$ cat src/design/node_cfg_pkg.sv
// Constants for the wireless I/O node configuration register bank.
package node_cfg_pkg;
    localparam logic [7:0] off_action = 8'h00;
    localparam logic [7:0] off_sizes = 8'h04;
    localparam logic [7:0] off_system = 8'h08;
    localparam logic [7:0] off_control = 8'h0C;
    localparam logic [7:0] off_status = 8'h10;
    localparam logic [7:0] off_sys_size = 8'h14;
    localparam logic [7:0] off_tag0 = 8'h20;
    localparam int tag_words = 4;
    localparam int tag_chars = 15;
    localparam logic [7:0] io_max = 8'h80;
    localparam logic [7:0] io_step = 8'h10;
    localparam logic [7:0] valve_max = 8'h20;
    localparam logic [7:0] valve_step = 8'h08;
    localparam logic [7:0] input_rst = 8'h80;
    localparam logic [7:0] output_rst = 8'h80;
    localparam logic [7:0] valve_rst = 8'h20;
    localparam logic [4:0] remotes_rst = 5'h0F;
    localparam logic [3:0] refresh_rst = 4'h3;
    localparam logic [3:0] refresh_last = 4'h8;
    // Arbitrary neutral default tag text, standing in for a product number.
    localparam logic [31:0] tag_rst_word = 32'h4E4F_4445;
    typedef enum logic [1:0] {act_clear, act_hold, act_soft} fault_mode_t;
    typedef enum logic [1:0] {sw_clear, sw_hold, sw_set} soft_action_t;
    typedef enum logic [1:0] {diag_none, diag_simple, diag_detailed} diag_mode_t;
endpackage

$ cat src/design/node_cfg.sv
// APB register bank holding the configuration of a wireless fieldbus I/O node.
// Contract
// - On fieldbus loss, outputs clear or hold per fault action; clear is default.
// - Software fault mode picks clear, hold or set from a software-written field.
// - Input size 0..128 in steps of 16; default 128.
// - Output size 0..128 in steps of 16, valve points included.
// - Valve size 0..32 in steps of 8; default 32.
// - Effective valve points never exceed the output size.
// - Wireless idle drops the link; active, the default, runs it.
// - Address order mode 1 numbers from end plate; mode 2 from wireless unit.
// - Mapping is always automatic; no other choice exists.
// - System sizes are read only, derived from the automatic map.
// - Diagnostic allocation selects none, simple or detailed.
// - Max remotes is 0, 15 or 31; only that many channels valid.
// - Refresh period is one of nine listed values; default 1 s.
// - New remotes register only while pairing is enabled; default disabled.
// - Tag holds at most 15 single-byte characters; defaults to product text.
// - Diagnostics, when selected, lead the input data of the image.
// - Pairing change acts only after module reset command or power cycle; presetn clears the pending bit, so only the reset command applies it.
//
// Implementation choices: register access over APB and the register offsets.
`timescale 1ns/1ps
module node_cfg (
    input wire logic pclk,
    input wire logic presetn,
    input wire logic psel,
    input wire logic penable,
    input wire logic pwrite,
    input wire logic [7:0] paddr,
    input wire logic [31:0] pwdata,
    output logic [31:0] prdata,
    output logic pready,
    output logic pslverr,
    input wire logic fieldbus_ok_pin,
    input wire logic [7:0] remote_io_in_points,
    input wire logic [7:0] remote_io_out_points,
    output logic outputs_clear,
    output logic outputs_hold,
    output logic outputs_set,
    output logic wireless_enable,
    output logic address_order_mode2,
    output logic [1:0] diag_alloc,
    output logic [7:0] diag_input_offset,
    output logic [30:0] channel_valid,
    output logic [3:0] refresh_sel,
    output logic pairing_active,
    output logic [7:0] valve_effective
);
    import node_cfg_pkg::*;

    logic [1:0] output_fault_action;
    logic [1:0] soft_action;
    logic [7:0] input_size;
    logic [7:0] output_size;
    logic [7:0] valve_size;
    logic wireless_active;
    logic order_mode2;
    logic [1:0] diag_sel;
    logic [4:0] max_remotes;
    logic [3:0] refresh_code;
    logic pairing_pending;
    logic pairing_applied;
    logic [31:0] tag_mem [tag_words];
    logic bus_sync1;
    logic bus_ok;
    logic [8:0] sys_in;
    logic [8:0] sys_out;
    logic wr;
    logic rd;
    logic known;
    logic factory;
    logic reset_module;
    logic [31:0] next_rdata;
    logic [7:0] in_req;
    logic [7:0] out_req;
    logic [7:0] valve_req;
    logic in_ok;
    logic out_ok;
    logic valve_ok;

    assign wr = psel && penable && pwrite;
    assign rd = psel && penable && !pwrite;
    assign known = paddr == off_action || paddr == off_sizes || paddr == off_system
        || paddr == off_control || paddr == off_status || paddr == off_sys_size
        || (paddr >= off_tag0 && paddr < off_tag0 + 8'(4 * tag_words) && paddr[1:0] == 2'b00);
    assign factory = wr && paddr == off_control && pwdata[0];
    assign reset_module = wr && paddr == off_control && pwdata[1];
    assign in_req = pwdata[7:0];
    assign out_req = pwdata[15:8];
    assign valve_req = pwdata[23:16];
    assign in_ok = in_req <= io_max && (in_req & (io_step - 8'h01)) == 8'h00;
    assign out_ok = out_req <= io_max && (out_req & (io_step - 8'h01)) == 8'h00;
    assign valve_ok = valve_req <= valve_max && (valve_req & (valve_step - 8'h01)) == 8'h00;

    // The bus pin is asynchronous to pclk, so it passes two flip-flops first.
    always_ff @(posedge pclk or negedge presetn) begin
        if (!presetn) begin
            bus_sync1 <= 1'b0;
            bus_ok <= 1'b0;
        end else begin
            bus_sync1 <= fieldbus_ok_pin;
            bus_ok <= bus_sync1;
        end
    end

    always_ff @(posedge pclk or negedge presetn) begin
        if (!presetn) begin
            output_fault_action <= act_clear;
            soft_action <= sw_clear;
        end else if (factory) begin
            output_fault_action <= act_clear;
            soft_action <= sw_clear;
        end else if (wr && paddr == off_action) begin
            if (pwdata[1:0] <= act_soft) begin
                output_fault_action <= pwdata[1:0];
            end
            if (pwdata[5:4] <= sw_set) begin
                soft_action <= pwdata[5:4];
            end
        end
    end

    always_ff @(posedge pclk or negedge presetn) begin
        if (!presetn) begin
            input_size <= input_rst;
            output_size <= output_rst;
            valve_size <= valve_rst;
        end else if (factory) begin
            input_size <= input_rst;
            output_size <= output_rst;
            valve_size <= valve_rst;
        end else if (wr && paddr == off_sizes) begin
            if (in_ok) begin
                input_size <= in_req;
            end
            if (out_ok) begin
                output_size <= out_req;
            end
            if (valve_ok) begin
                valve_size <= valve_req;
            end
        end
    end

    always_ff @(posedge pclk or negedge presetn) begin
        if (!presetn) begin
            wireless_active <= 1'b1;
            order_mode2 <= 1'b0;
            diag_sel <= diag_detailed;
            max_remotes <= remotes_rst;
            refresh_code <= refresh_rst;
        end else if (factory) begin
            wireless_active <= 1'b1;
            order_mode2 <= 1'b0;
            diag_sel <= diag_detailed;
            max_remotes <= remotes_rst;
            refresh_code <= refresh_rst;
        end else if (wr && paddr == off_system) begin
            wireless_active <= pwdata[0];
            order_mode2 <= pwdata[1];
            if (pwdata[5:4] <= diag_detailed) begin
                diag_sel <= pwdata[5:4];
            end
            if (pwdata[12:8] == 5'd0 || pwdata[12:8] == 5'd15 || pwdata[12:8] == 5'd31) begin
                max_remotes <= pwdata[12:8];
            end
            if (pwdata[19:16] <= refresh_last) begin
                refresh_code <= pwdata[19:16];
            end
        end
    end

    always_ff @(posedge pclk or negedge presetn) begin
        if (!presetn) begin
            pairing_pending <= 1'b0;
            pairing_applied <= 1'b0;
        end else if (factory) begin
            pairing_pending <= 1'b0;
            pairing_applied <= 1'b0;
        end else if (reset_module) begin
            pairing_applied <= pairing_pending;
        end else if (wr && paddr == off_control) begin
            pairing_pending <= pwdata[4];
        end
    end

    // tag storage, top byte forced zero
    always_ff @(posedge pclk or negedge presetn) begin
        if (!presetn) begin
            for (int i = 0; i < tag_words; i++) begin
                tag_mem[i] <= (i == 0) ? tag_rst_word : 32'h0000_0000;
            end
        end else if (factory) begin
            for (int i = 0; i < tag_words; i++) begin
                tag_mem[i] <= (i == 0) ? tag_rst_word : 32'h0000_0000;
            end
        end else if (wr && paddr >= off_tag0 && paddr < off_tag0 + 8'(4 * tag_words)
            && paddr[1:0] == 2'b00) begin
            if (paddr[3:2] == 2'(tag_words - 1)) begin
                tag_mem[paddr[3:2]] <= {8'h00, pwdata[23:0]};
            end else begin
                tag_mem[paddr[3:2]] <= pwdata;
            end
        end
    end

    always_ff @(posedge pclk or negedge presetn) begin
        if (!presetn) begin
            sys_in <= 9'h000;
            sys_out <= 9'h000;
        end else begin
            sys_in <= {1'b0, input_size} + {1'b0, remote_io_in_points};
            sys_out <= {1'b0, output_size} + {1'b0, remote_io_out_points};
        end
    end

    always_comb begin
        next_rdata = 32'h0000_0000;
        if (paddr == off_action) begin
            next_rdata = {26'h0, soft_action, 2'b00, output_fault_action};
        end else if (paddr == off_sizes) begin
            next_rdata = {8'h00, valve_size, output_size, input_size};
        end else if (paddr == off_system) begin
            next_rdata = {12'h0, refresh_code, 3'h0, max_remotes, 2'b00, diag_sel,
                2'b00, order_mode2, wireless_active};
        end else if (paddr == off_control) begin
            next_rdata = {27'h0, pairing_pending, 4'h0};
        end else if (paddr == off_status) begin
            next_rdata = {29'h0, pairing_applied, wireless_active, bus_ok};
        end else if (paddr == off_sys_size) begin
            next_rdata = {7'h0, sys_out, 7'h0, sys_in};
        end else if (paddr >= off_tag0 && paddr < off_tag0 + 8'(4 * tag_words)) begin
            next_rdata = tag_mem[paddr[3:2]];
        end
    end

    // Reads answer in the first access cycle; pready is high from the first clock after reset.
    always_ff @(posedge pclk or negedge presetn) begin
        if (!presetn) begin
            prdata <= 32'h0000_0000;
            pready <= 1'b0;
            pslverr <= 1'b0;
        end else begin
            pready <= 1'b1;
            prdata <= (psel && !penable && !pwrite) ? next_rdata : 32'h0000_0000;
            pslverr <= psel && !penable && !known;
        end
    end

    always_ff @(posedge pclk or negedge presetn) begin
        if (!presetn) begin
            outputs_clear <= 1'b0;
            outputs_hold <= 1'b0;
            outputs_set <= 1'b0;
        end else begin
            outputs_clear <= !bus_ok && (output_fault_action == act_clear
                || (output_fault_action == act_soft && soft_action == sw_clear));
            outputs_hold <= !bus_ok && (output_fault_action == act_hold
                || (output_fault_action == act_soft && soft_action == sw_hold));
            outputs_set <= !bus_ok && output_fault_action == act_soft && soft_action == sw_set;
        end
    end

    always_ff @(posedge pclk or negedge presetn) begin
        if (!presetn) begin
            wireless_enable <= 1'b0;
            address_order_mode2 <= 1'b0;
            diag_alloc <= diag_none;
            diag_input_offset <= 8'h00;
            channel_valid <= '0;
            refresh_sel <= refresh_rst;
            pairing_active <= 1'b0;
            valve_effective <= 8'h00;
        end else begin
            wireless_enable <= wireless_active;
            address_order_mode2 <= order_mode2;
            diag_alloc <= diag_sel;
            diag_input_offset <= 8'h00;
            channel_valid <= 31'((32'h1 << max_remotes) - 32'h1);
            refresh_sel <= refresh_code;
            pairing_active <= pairing_applied;
            valve_effective <= (valve_size > output_size) ? output_size : valve_size;
        end
    end

    a_valve_limit: assert property (@(posedge pclk) disable iff (!presetn)
        valve_effective <= $past(output_size) && valve_effective <= $past(valve_size))
        else $error("valve points exceed output limit");
    a_size_reject: assert property (@(posedge pclk) disable iff (!presetn)
        (wr && paddr == off_sizes && !in_ok) |=> $stable(input_size))
        else $error("bad input size accepted");
    a_pair_staged: assert property (@(posedge pclk) disable iff (!presetn)
        (!reset_module && !factory) |=> $stable(pairing_applied))
        else $error("pairing changed without reset");
    a_fault_clear: assert property (@(posedge pclk) disable iff (!presetn)
        (!bus_ok && output_fault_action == act_clear) |=> outputs_clear)
        else $error("clear action missing");
    a_soft_set: assert property (@(posedge pclk) disable iff (!presetn)
        (!bus_ok && output_fault_action == act_soft && soft_action == sw_set) |=> outputs_set)
        else $error("software set missing");
    a_wireless_gate: assert property (@(posedge pclk) disable iff (!presetn)
        !wireless_active |=> !wireless_enable) else $error("idle link still enabled");
    a_remote_count: assert property (@(posedge pclk) disable iff (!presetn)
        max_remotes == 5'd0 || max_remotes == 5'd15 || max_remotes == 5'd31)
        else $error("illegal remote count");
    a_step_sizes: assert property (@(posedge pclk) disable iff (!presetn)
        input_size[3:0] == 4'h0 && output_size[3:0] == 4'h0 && valve_size[2:0] == 3'h0)
        else $error("size off step");
    a_tag_length: assert property (@(posedge pclk) disable iff (!presetn)
        tag_mem[tag_words - 1][31:24] == 8'h00) else $error("tag over 15 chars");
endmodule // node_cfg

$ cat config.mk
export PLATFORM = sky130hd
export DESIGN_NAME = node_cfg
export DESIGN_NICKNAME = d
export VERILOG_FILES = /design/src/design/node_cfg_pkg.sv /design/src/design/node_cfg.sv
export SDC_FILE = /design/constraint.sdc
export NUM_CORES = 1
export LEC_CHECK = 0
export ABC_AREA = 1
export BUFFER_PORTS_ARGS = -buffer_cell sky130_fd_sc_hd__buf_2
export CAP_MARGIN = 10
export CORE_MARGIN = 2
export CORE_UTILIZATION = 25
export DETAILED_ROUTE_END_ITERATION = 12
export PLACE_DENSITY = 0.43
export SLEW_MARGIN = 15
export SYNTH_ARGS = -nofsm -noshare
export SYNTH_HDL_FRONTEND = slang
export SYNTH_SLANG_ARGS = --single-unit
$ cat constraint.sdc
create_clock -name pclk -period 1.92 [get_ports pclk]
set_clock_uncertainty 0.1 [all_clocks]
set_input_delay 0.096 -clock pclk [delete_from_list [all_inputs] [get_ports pclk]]
set_output_delay 0.096 -clock pclk [all_outputs]
set_load 0.005 [all_outputs]
=== Word level (Yosys, flattened, before mapping) ===
Cells that the tools add are included.

* Output and inout port bits: 93
* Register bits after elaboration: 276
* Bits of input ports: 62
* Logic and storage cells: 183

* Reduce and logical (&&, ||, !) cells: 70
* Equality and inequality tests: 13
* Order comparisons: 11
* Bitwise operators: 1
* Shifts and indexed selects: 1
* Muxes and demuxes: 51
* $add $sub $neg: 3

{| class="wikitable"
|+ Operators by type and width
! cell !! count
|-
| two-way mux 128 bit || 3
|-
| two-way mux 32 bit || 11
|-
| bitwise mux 128 bit || 2
|-
| two-way mux 8 bit || 10
|-
| binary-select mux 32 bit (select 2 bit) || 1
|-
| demux 32 bit (select 2 bit) || 1
|-
| zero test 8 bit || 4
|-
| left shift 1 x 5 -> 31 bit (first input constant) || 1
|-
| subtractor 31 x 1 -> 31 bit (second input constant) || 1
|-
| logical AND 1 bit || 26
|-
| nonzero test 2 bit || 13
|-
| adder 8 x 8 -> 9 bit || 2
|-
| AND reduction 2 bit || 9
|-
| equality test 8 x 4 -> 1 bit (second input constant) || 2
|-
| equality test 8 x 5 -> 1 bit (second input constant) || 2
|-
| less-or-equal comparator 8 bit (second input constant) || 2
|-
| two-way mux 2 bit || 8
|-
| two-way mux 5 bit || 3
|-
| two-way mux 4 bit || 3
|-
| logical OR 1 bit || 10
|-
| two-way mux 1 bit || 9
|-
| equality test 8 x 3 -> 1 bit (second input constant) || 1
|-
| >= comparator 8 x 6 -> 1 bit (second input constant) || 1
|-
| > comparator 8 bit || 1
|-
| 15 further kinds || 24
|}

=== Longest topological paths before layout ===
* Depth after elaboration: 12
* Mapped depth: 13
* Depth with buffers taken out: 11

=== Worst setup path after synthesis ===
Ideal clock, no wire load.

* Path type: register to register
* Start point: register max_remotes[2]
* End point: register channel_valid[30]
* Period minus slack after synthesis: 2.053 ns
* Setup slack: -0.133 ns
* Arrival time: 1.837 ns
* Cell stages (with the launch flop): 11
* Path buffers: 2
* Setup time: 0.116 ns
* Required time: 1.704 ns
* Path through: dfstp_2 > buf_2 > clkbuf_1 > nor3_1 > nand2_1 > ha_1 > nand3_1 > nor2_2 > nand2_1 > nand2_1 > nand2_1

* Word-level cells in the longest chain between the ends: 2

{| class="wikitable"
|+ RTL lines
! what !! RTL line !! source
|-
| start: declaration || node_cfg.sv:59 || <nowiki>logic [4:0] max_remotes;</nowiki>
|-
| start signal: assignment || node_cfg.sv:150 || <nowiki>max_remotes <= remotes_rst;</nowiki>
|-
| start signal: assignment || node_cfg.sv:156 || <nowiki>max_remotes <= remotes_rst;</nowiki>
|-
| start signal: assignment || node_cfg.sv:165 || <nowiki>max_remotes <= pwdata[12:8];</nowiki>
|-
| left shift 1 x 5 -> 31 bit || node_cfg.sv:279 || <nowiki>channel_valid <= 31'((32'h1 << max_remotes) - 32'h1);</nowiki>
|-
| subtractor 31 x 1 -> 31 bit || node_cfg.sv:279 ||
|-
| end signal: assignment || node_cfg.sv:279 ||
|-
| end: declaration || node_cfg.sv:44 || <nowiki>output logic [30:0] channel_valid,</nowiki>
|}

No other way between the ends.
A chain may end at the register's enable or synchronous reset.

=== Worst setup path in the final report ===
* Start point: register output_size[7]
* End point: register valve_effective[4]

* Word-level cells in the longest chain between the ends: 2

{| class="wikitable"
|+ RTL lines
! what !! RTL line !! source
|-
| start: declaration || node_cfg.sv:54 || <nowiki>logic [7:0] output_size;</nowiki>
|-
| start signal: assignment || node_cfg.sv:126 || <nowiki>output_size <= output_rst;</nowiki>
|-
| start signal: assignment || node_cfg.sv:130 || <nowiki>output_size <= output_rst;</nowiki>
|-
| start signal: assignment || node_cfg.sv:137 || <nowiki>output_size <= out_req;</nowiki>
|-
| > comparator 8 bit || node_cfg.sv:282 || <nowiki>valve_effective <= (valve_size > output_size) ? output_size : valve_size;</nowiki>
|-
| two-way mux 8 bit || node_cfg.sv:282 ||
|-
| end signal: assignment || node_cfg.sv:282 ||
|-
| end: declaration || node_cfg.sv:47 || <nowiki>output logic [7:0] valve_effective</nowiki>
|}

No other way between the ends.

==> summary.txt <==
Critical path
  • Crit Path Category: reg2reg
  • Critical path's slowest cell: dfstp_2
  • CP Cell Sequence: inv_2, ha_4, nand2_4, nor2_4, nand3_2, o21ai_4, clkbuf_16, o21ai_1
  • Worst EP required: 2220 ps
  • CP arrival: 2190 ps
  • CP Capture Type: register
  • CP Launch Type: register
  • Crit path max fanout: 8
  • CP max stage delay: 530 ps

Placed design
  • DP Area: 14,900 um^2
  • DPL Wire Length: 30.3 mm
  • Routability congestion estimate: 0.821
  • Post-Place Cells: 2,322
  • Placement Setup Slack: -102 ps
  • PortBufs: 146

Synthesis
  • Top_reg_cell synth: dfrtp_1
  • Distinct cells, synth: 50
  • Synth top area share: 0.492
  • FF+latch count, synth: 276
  • Post-Syn Area: 12,700 um^2
  • Mean Syn Cell Area: 8.69 um^2
  • Asr flop ratio synth: 1.00
  • Sequential share of the synthesized area: 0.548
  • Main area contributors after synthesis: dfrtp_1 49%, nand2_1 9.9%, dfstp_2 5.6%
  • Synth warn: 0
  • Cell taking the most area after synthesis: dfrtp_1
  • Cells after Synth: 1,458
  • Number of flops mapped to enable cells by yosys: 0

STA
  • Fin crit period: 1890 ps
  • Endpoints failing hold: 0
  • Final setup TNS: 0 ps
  • RSZ-0062 raised after global routing: yes
  • Period utilisation layout: 0.982
  • Max Freq: 0.530 GHz
  • Final worst slack: 34.8 ps
  • Final slew viol count: 0
  • Final Setup Violations: 0

Layout
  • Fin area: 17,200 um^2
  • Proportion of layout cells with a drive suffix above 1: 0.260
  • Non-filler cells, final: 2,465
  • Fin nets: 1,855
  • Area Overhead vs Synth: 35.6%

Global route
  • Vias in the first global route: 11,169
  • GRT Residual Overflow: 0
  • GRT Overall Usage: 0.162
  • First-pass GRT wire length: 65.9 mm
  • Largest net degree at the start of global routing: 55
  • Initial antenna violation count: 0

Routing
  • Initial drt markers: 585
  • Via/cell ratio: 4.43
  • Antenna Violating Nets Remaining: 0
  • DR vias: 10,925
  • DRC: 0
  • WL final: 42.5 mm
  • DR WL/cell: 17.2 um
  • First drt pass iteration count: 5

Power and ir drop
  • Sw power: 3.16 mW
  • Flop pwr share: 0.450
  • Leakage power: 8.59 nW
  • Clock share of power: 0.479
  • Max VDD drop: 578 uV
  • Sw Share: 0.236
  • PD cells: 779 nW/um^2
  • Int Pwr: 10.2 mW
  • Tot Pwr: 13.4 mW
  • Logic pwr share: 0.071

Die
  • Die Area: 52,500 um^2
  • Number of top-level pins: 155
  • Die height: 229 um
  • Core box area: 50,100 um^2
  • Initial core utilization: 0.253
  • Row count: 82
  • Die extent in x: 229 um

Clocking
  • Htree depth: 2
  • CTS sink count: 276
  • Latest clock arrival within the worst-skew pair: 530 ps
  • Reg clk slew, reported paths: 60 ps
  • Cts bufs inserted: 35
  • CTS tree: built
  • Clock Path Buffers: 3
  • Root Driver: clkbuf_16

Min path
  • Worst hold path type: in2reg

Status
  • Status: finished clean

Job
  • Max cap viols: 0
[final timing paths]
| path | start | to | slack, ps | cells after the start |
|---|---|---|---|---|
| setup / recovery | output_size[7] | valve_effective[4] | 30 | 8 |
| hold / removal | paddr[1] | pairing_applied | 20 | 7 |
| setup reg to reg | output_size[7] | valve_effective[4] | 30 | 8 |
| hold reg to reg | bus_sync1 | bus_ok | 250 | 0 |
| max in group asynchronous | presetn | prdata[2] | 1180 | 4 |
| min in group asynchronous | presetn | tag_mem[110] | 120 | 2 |
[registers in the layout, summed over array words and instances, names as in the netlist, 4 cells and up]
name and cells:
refresh_sel 4, prdata 32, input_size 8, max_remotes 5
valve_effective 8, valve_size 8, output_size 8, sys_out 9
refresh_code 4, sys_in 9, channel_valid 31, tag_mem 128
[power groups by stage]
stage | combinational (mW) | clock [mW] | sequential, mW
after floorplan | 0.389 | 0 | 6.11
after global placement | 0.847 | 0 | 6.12
after detailed placement | 0.851 | 0 | 6.12
after CTS | 0.953 | 6.66 | 6.02
after global routing | 1.07 | 6.91 | 6.03
final | 0.953 | 6.41 | 6.02
[synthesized netlist by cell type, types with 3 or more instances]
library cell,count
nand3_1,84
clkinv_1,3
o21ai_2,5
a31oi_1,6
a21oi_1,46
buf_6,4
o22ai_1,51
nand2_1,335
nor2_1,137
inv_2,9
xor2_1,11
nor2_2,8
nor3_1,11
o21ai_0,123
buf_2,22
clkbuf_1,21
o21ai_1,13
nor2_4,7
inv_1,169
buf_4,12
a22oi_1,11
nand2_2,7
xnor2_1,5
a221oi_1,5
nand4_1,17
ha_1,25
dfstp_2,27
dfrtp_1,249
o211ai_1,6
[per-layer routing]
layer	track usage	vias up	share of wire
met3	0.0264	49	0.038
met1	0.216	5334	0.46
met5	0	-	0
met4	0.0479	0	0.021
met2	0.270	195	0.48
li1	-	5347	-
[metrics by stage]
| stage | hold slack, ps | util |
|---|---|---|
| after detailed placement | -46.2 | 0.298 |
| after global placement | -48.4 | 0.298 |
| final | 24.0 | 0.343 |
| after floorplan | -300 | - |
| after CTS | 0.539 | 0.332 |
| after global routing | 69.2 | 0.343 |
[cells by family (layout without fill, tap and decap cells)]
kind of cell,Yosys count,after routing,share of synthesized area
buf+inv,244,571,0.0807
flops,276,276,0.548
mux,2,2,0.00168
xor+xnor,16,16,0.0111
compound gates,277,277,0.125
simple gates,614,614,0.206
other cells,2,10,0.000593
fa+ha+maj,27,27,0.0279
[worst max-delay path, delay by kind of cell, from the launching register on]
family	cells	cell delay, ps
DFF	1	530
AOI/OAI and AO/OA	2	320
adders and majority gates	1	280
and+or+nand+nor	3	280
buffers and inverters	2	250
[final cells by class]
type / count / area [um^2]
Clock inverter: 6 / 38.8
Multi-Input combinational cell: 945 / 5090
Fill cell: 5344 / 32900
Sequential cell: 276 / 6940
Tap cell: 672 / 841
Inverter: 183 / 697
Clock buffer: 57 / 1090
Antenna cell: 1 / 2.50
Timing Repair Buffer: 325 / 2480
[timing repair]
item | in CTS | in global routing
setup buffers | 0 | 22
pin swaps | 0 | 34
hold buffers | 56 | 0
endpoints found under the hold margin | 399 | 0
setup endpoints to repair | 9 | 25
resized for setup | 7 | 101
cloned | 0 | 1
[cell usage in the layout (no fill, tap or decap), drive strengths merged]
cell	instances
nand3b	2
a2bb2oi	2
o22ai	51
diode	1
a21oi	47
a31oi	6
xnor2	5
mux2	1
dlygate4sd3	55
nand2	343
nor3b	1
o2111ai	2
o21ai	141
xor2	11
inv	180
clkbuf	58
buf	269
nor4	1
o21a	1
conb	9
nor3	12
a22oi	11
nor2	152
a221oi	5
or2	1
o21bai	2
o2111a	1
clkinv	7
o211ai	6
dfstp	27
fa	2
mux2i	1
dfrtp	249
nand4	17
ha	25
nand3	85
o221ai	2
clkinvlp	2
(Power assumes the default switching activity.)
